**config.mk**
```make
export PLATFORM = sky130hd
export DESIGN_NAME = iots_top
export DESIGN_NICKNAME = d
export VERILOG_FILES = /design/src/rtl/iots_pkg.sv /design/src/rtl/iots_slow_timebase.sv /design/src/rtl/iots_top.sv
export SDC_FILE = /design/constraint.sdc
export NUM_CORES = 1
export LEC_CHECK = 0
export BUFFER_PORTS_ARGS = -buffer_cell sky130_fd_sc_hd__buf_2
export CORE_UTILIZATION = 50
export CTS_CLUSTER_DIAMETER = 100
export DETAILED_ROUTE_END_ITERATION = 12
export PLACE_DENSITY = 0.86
export SLEW_MARGIN = 40
export SYNTH_ARGS = -nofsm -noshare
export SYNTH_HDL_FRONTEND = slang
export SYNTH_SLANG_ARGS = --single-unit
export TNS_END_PERCENT = 10
```
**constraint.sdc**
```tcl
create_clock -name mclk -period 8.3 [get_ports mclk]
set_clock_uncertainty 0.05 [all_clocks]
set_input_delay 0.415 -clock mclk [delete_from_list [all_inputs] [get_ports mclk]]
set_output_delay 0.415 -clock mclk [all_outputs]
set_load 0.005 [all_outputs]
```
**src/rtl/iots_pkg.sv**
```systemverilog
/*
 * Constants for the internal oscillator tuning and start-up status block.
 * Assumes a single 50 MHz system clock and a byte-wide register port.
 */
package iots_pkg;
    // Register offsets on the byte port
    localparam logic [7:0] IOTS_OSC_CTRL_OFFSET = 8'h8F;
    localparam logic [7:0] IOTS_TRIM_OFFSET = 8'h90;
    // Field layout
    localparam int IOTS_TRIM_WIDTH = 5;
    localparam int IOTS_STATUS_BIT = 3;
    // Values after reset
    localparam logic [4:0] IOTS_TRIM_RESET = 5'h00;
    localparam logic [7:0] IOTS_RDATA_RESET = 8'h00;
    // Slew counter reload value; single trim steps of the fast oscillator come every 16 cycles
    localparam logic [3:0] IOTS_SLEW_CYCLES = 4'hF;
    // Slow timebase divider reload value; one tick every 16 cycles
    localparam logic [3:0] IOTS_SLOW_DIV = 4'hF;
endpackage : iots_pkg

```
**src/rtl/iots_slow_timebase.sv**
```systemverilog
/*
 * Slow internal oscillator timebase: a fixed divider giving one tick per period.
 * Assumes nothing of the trim logic; it has no input from it by design.
 */
`timescale 1ns/1ps
module iots_slow_timebase
    import iots_pkg::*;
(
    // Clock and reset
    input wire logic mclk,
    input wire logic rst,
    // Timebase output
    output logic slow_tick
);
    typedef struct packed {
        logic [3:0] div_reg;
        logic tick_reg;
    } iots_tb_state_t;

    iots_tb_state_t st_reg;
    iots_tb_state_t st_next;

    ////////////////////////////////////////////////////////////////////////
    // Fixed divider, independent of any trim value
    always_comb
    begin
        st_next = st_reg;
        st_next.tick_reg = 1'b0;
        if (st_reg.div_reg == 4'h0)
        begin
            st_next.div_reg = IOTS_SLOW_DIV;
            st_next.tick_reg = 1'b1;
        end
        else
        begin
            st_next.div_reg = st_reg.div_reg - 4'h1;
        end
    end

    // State register
    always_ff @(posedge mclk)
    begin
        if (rst)
        begin
            st_reg <= '0;
        end
        else
        begin
            st_reg <= st_next;
        end
    end

    assign slow_tick = st_reg.tick_reg;
endmodule : iots_slow_timebase

```
**src/rtl/iots_top.sv**
```systemverilog
/*
 * Internal oscillator tuning register, fast oscillator trim slew and start-up
 * clock status, with a slow timebase that the trim never touches.
 * Assumes a byte register port with one-cycle strobes and read data one
 * cycle later, and a clock switch that reports when the internal source runs.
 */
// Function
// - Trim register keeps a signed five-bit value in its low bits.
// - Reset loads zero trim, leaving the fast oscillator at calibration.
// - A trim write starts slewing the fast oscillator; nothing stalls.
// - No flag or event reports that the slew has finished.
// - Trim never changes the slow internal oscillator rate.
// - Slow-clocked timers keep their timing when the trim changes.
// - Status bit shows external source versus internal oscillator as clock.
`timescale 1ns/1ps
module iots_top
    import iots_pkg::*;
(
    // Clock and reset
    input wire logic mclk,
    input wire logic rst,
    // Register port
    input wire logic [7:0] reg_addr,
    input wire logic [7:0] reg_wdata,
    input wire logic reg_wr,
    input wire logic reg_rd,
    output logic [7:0] reg_rdata,
    // Clock switch state
    input wire logic clock_from_internal,
    // Oscillator controls and status
    output logic [4:0] fast_internal_oscillator_trim,
    output logic startup_clock_status,
    output logic slow_internal_oscillator_tick
);
    typedef struct packed {
        logic [4:0] trim_value_reg;
        logic [4:0] applied_reg;
        logic [3:0] slew_cnt_reg;
        logic [7:0] rdata_reg;
        logic status_reg;
    } iots_state_t;

    iots_state_t st_reg;
    iots_state_t st_next;

    // One signed step of the applied trim toward the target
    function automatic logic [4:0] iots_step(input logic [4:0] cur, input logic [4:0] tgt);
        if ($signed(cur) < $signed(tgt))
        begin
            iots_step = cur + 5'h01;
        end
        else if ($signed(cur) > $signed(tgt))
        begin
            iots_step = cur - 5'h01;
        end
        else
        begin
            iots_step = cur;
        end
    endfunction : iots_step

    // Address match for one register of the port
    function automatic logic iots_hit(input logic [7:0] addr, input logic [7:0] offset);
        iots_hit = (addr == offset);
    endfunction : iots_hit

    ////////////////////////////////////////////////////////////////////////
    // Register port, slew and status
    always_comb
    begin
        st_next = st_reg;
        st_next.rdata_reg = IOTS_RDATA_RESET;
        // Trim write keeps only the low five bits
        if (reg_wr && iots_hit(reg_addr, IOTS_TRIM_OFFSET))
        begin
            st_next.trim_value_reg = reg_wdata[IOTS_TRIM_WIDTH-1:0];
        end
        // Read data, upper trim bits and unmapped addresses read zero
        if (reg_rd)
        begin
            if (iots_hit(reg_addr, IOTS_TRIM_OFFSET))
            begin
                st_next.rdata_reg = {3'h0, st_reg.trim_value_reg};
            end
            else if (iots_hit(reg_addr, IOTS_OSC_CTRL_OFFSET))
            begin
                st_next.rdata_reg[IOTS_STATUS_BIT] = st_reg.status_reg;
            end
        end
        // Applied trim walks one step per slew period, never stalling the port
        if (st_reg.slew_cnt_reg == 4'h0)
        begin
            st_next.slew_cnt_reg = IOTS_SLEW_CYCLES;
            st_next.applied_reg = iots_step(st_reg.applied_reg, st_reg.trim_value_reg);
        end
        else
        begin
            st_next.slew_cnt_reg = st_reg.slew_cnt_reg - 4'h1;
        end
        // High while running from the external source
        st_next.status_reg = ~clock_from_internal;
    end

    // State register
    always_ff @(posedge mclk)
    begin
        if (rst)
        begin
            st_reg <= '0;
        end
        else
        begin
            st_reg <= st_next;
        end
    end

    // Slow timebase has no trim input
    iots_slow_timebase u_slow (
        .mclk(mclk),
        .rst(rst),
        .slow_tick(slow_internal_oscillator_tick)
    );

    // Outputs straight from the state register
    assign reg_rdata = st_reg.rdata_reg;
    assign fast_internal_oscillator_trim = st_reg.applied_reg;
    assign startup_clock_status = st_reg.status_reg;
endmodule : iots_top

```
==> results by group <==
Run status
  • Status: finished, final reports clean

Floorplanning
  • Die Wd: 53.50 um
  • Starting Density: 53.05%
  • Core Footprint: 2500 sq um
  • I/O Pins: 36
  • Die Height: 53.50 um
  • Die Footprint: 2862 sq um
  • Row count: 18

Placement
  • Dpl hpwl: 2052 um
  • Input/output buffers: 29
  • Placer Congestion: ~0.85

Logic synthesis
  • Top FF cell, synth: dfxtp_1
  • Yosys warns: 0
  • Ys async rst share: 0%
  • Syn avg cell area: 8.961 sq um
  • Number of flops mapped to enable cells by yosys: 0
  • Synth Register Bits: 25
  • Gate Count Post-Synth: 148
  • Unique cell type count in the Yosys netlist: 39
  • Post-synthesis sequential area ratio: 37.74%
  • Synthesized cell area: 1326 sq um

Power
  • Cell Pwr Density: 383.7 nW/um^2
  • Leakage power: 0.6483 nW
  • Power after layout: approximately 0.55 mW
  • Peak supply drop: around 0.00022 V

Timing
  • Fmax: 308.6 MHz
  • Min Tclk post-route: 3240 ps
  • RSZ-0062 raised after global routing: no
  • Final period utilization: 39.04%
  • # setup viols final: 0
  • Max-slew violation count: 0
  • Final Hold Fails: 0
  • Setup tns final: 0 ps

Drt
  • Vias per cell: 5.538
  • Residual DRC: 0
  • 1st-pass router iterations: 4
  • Vias: about 1.1k
  • DRC marker count from the first detailed-route iteration: 13
  • Final WL: 2582 um
  • Routed WL per cell: 13.11 um
  • Final ANT Viol Nets: 0

Worst setup path
  • Register-to-register setup slack: about 5100 ps
  • FF-to-FF Start: st_reg[22]$_SDFFE_PP0P_
  • CP Capture Point: fast_internal_oscillator_trim[4]$_SDFFE_PP0P_
  • Worst R2R Path Depth: 12
  • CP endpoint kind: flip-flop
  • Crit path max fanout: 7
  • Crit path required time: between 8000 and 9000 ps
  • Worst setup SP type: flip-flop
  • Setup CP Type: flip-flop to flip-flop
  • Crit path launch: st_reg[22]$_SDFFE_PP0P_
  • WP data arrival: 3410 ps
  • Worst r2r dst: fast_internal_oscillator_trim[4]$_SDFFE_PP0P_

CTS
  • Worst-skew pair later-pin latency: roughly 310 ps
  • Cts repair resizes: 0
  • Clock Pin Slew Worst Setup and Hold Paths: ~130 ps
  • Setup bufs post-CTS: 0
  • Clock Path Buffers: 2
  • CTS Buf Count: 3
  • CTS Hold Bufs: 0
  • H-tree depth: 1
  • CTS tree: yes
  • Root buffer cell: clkbuf_4
  • CTS sink cnt: 25

Final layout
  • Share of cells above drive strength 1: around 23%
  • Max reg flops: 9
  • Nets: 199
  • N_diodes: 0
  • Area Growth Syn to Fin: 8.019%

Global routing
  • Vias in the first global route: 1042
  • First-pass GRT wire length: 4195 um
  • Overflow after GRT: 0
  • Pin count of the biggest net entering global routing: 24
  • Gr usage total: 20.11%
  • Initial antenna violation count: 0

Job
  • MaxCap Viol Count: 0

Hold path
  • Worst min path class: input port to flip-flop
-- layer usage --
metal,wire length (um),track usage (%),vias up
met4,93,12.28,0
met1,1026,22.01,528
met3,79,4.310,12
met2,1383,35.00,24
li1,-,-,527
met5,0,0,-
-- metrics by stage --
stage / cell area, sq um / utilization, % / std cells / hold WS, ps / setup WS [ps]
global route: 1433 / 57.31 / 197 / 184.3 / 4854
global placement: 1406 / 56.26 / 193 / 391.0 / 5203
finish: 1433 / 57.31 / 197 / 185.8 / 5060
floorplan: 1334 / - / 150 / 380.8 / 5366
detailed placement: 1406 / 56.26 / 193 / 416.7 / 5113
CTS: 1433 / 57.31 / 197 / 183.4 / 5088
-- placed cells by master, fill, tap and decap left out, drive strengths merged, types with 2 or more instances in the layout --
master,synthesis,final
inv,14,14
nor2b,3,3
or4,2,2
a21oi,8,8
ha,10,10
nor3b,3,3
conb,1,3
xnor2,2,2
o21ai,2,2
nand3b,2,2
buf,14,29
o21bai,2,2
o31ai,2,2
nor3,6,6
mux2i,6,6
and3,3,3
nor2,21,21
a211oi,2,2
clkbuf,2,4
mux2,2,2
dfxtp,25,25
nand2,3,3
-- cells in the mapped netlist, types with 2 or more instances --
library cell	count	share of area (%)
mux2_1	2	1.7
and3_1	3	1.4
ha_1	10	9.4
a211oi_1	2	1.1
a21oi_1	7	2.6
dfxtp_1	25	38
inv_1	14	4.0
clkbuf_1	2	0.57
o31ai_1	2	1.1
or4_1	2	1.1
nand2_1	3	0.85
nand3b_1	2	1.1
mux2i_1	6	4.5
nor2b_1	3	1.4
nor3_1	6	2.3
nor3b_1	3	1.7
nor2_1	21	5.9
buf_4	13	7.4
xnor2_1	2	1.3
-- power by group --
part | leakage (nW) | total (mW) | switching [mW] | internal, mW
Clock | 0.0150 | 0.0538 | 0.0350 | 0.0188
Combinational | 0.429 | 0.317 | 0.163 | 0.154
Sequential | 0.204 | 0.179 | 0.0303 | 0.148
-- final cells by class --
| type | instances | area, sq um |
|---|---|---|
| Inverter | 14 | 52.55 |
| Fill cell | 218 | 1067 |
| Multi-Input combinational cell | 95 | 670.6 |
| Sequential cell | 25 | 500.5 |
| Timing Repair Buffer | 29 | 145.1 |
| Tap cell | 30 | 37.54 |
| Clock buffer | 4 | 26.28 |
-- worst min path at each step --
stage	cells after the start	end	from	slack, ps
after floorplan	1	st_reg[9]$_SDFF_PP0_	st_reg[9]$_SDFF_PP0_	380
after global placement	1	st_reg[9]$_SDFF_PP0_	st_reg[9]$_SDFF_PP0_	390
after detailed placement	1	st_reg[9]$_SDFF_PP0_	st_reg[9]$_SDFF_PP0_	420
after CTS	2	startup_clock_status$_SDFF_PP0_	clock_from_internal	180
after global routing	2	startup_clock_status$_SDFF_PP0_	clock_from_internal	180
final	2	startup_clock_status$_SDFF_PP0_	clock_from_internal	190
-- worst max-delay path: stages, from the launching register on --
cell	delay, ps
dfxtp_1	350
inv_1	60
ha_1	300
or3b_4	400
a221oi_4	310
nor2_1	130
xor2_1	170
ha_1	230
nor3_1	180
nor2_1	60
or4_1	420
a21oi_2	150
mux2_1	320
-- cell families (layout without fill, tap and decap cells) --
group	after synthesis	after routing	share of synthesized area, %
muxes	8	8	6.226
and+or+nand+nor	50	50	19.91
buffers and inverters	30	47	12.26
adders and majority gates	10	10	9.434
xor gates and xnor gates	3	3	1.981
other	1	3	0.2827
DFF	25	25	37.74
AOI/OAI and AO/OA	21	21	12.17
(Power assumes the default switching activity.)
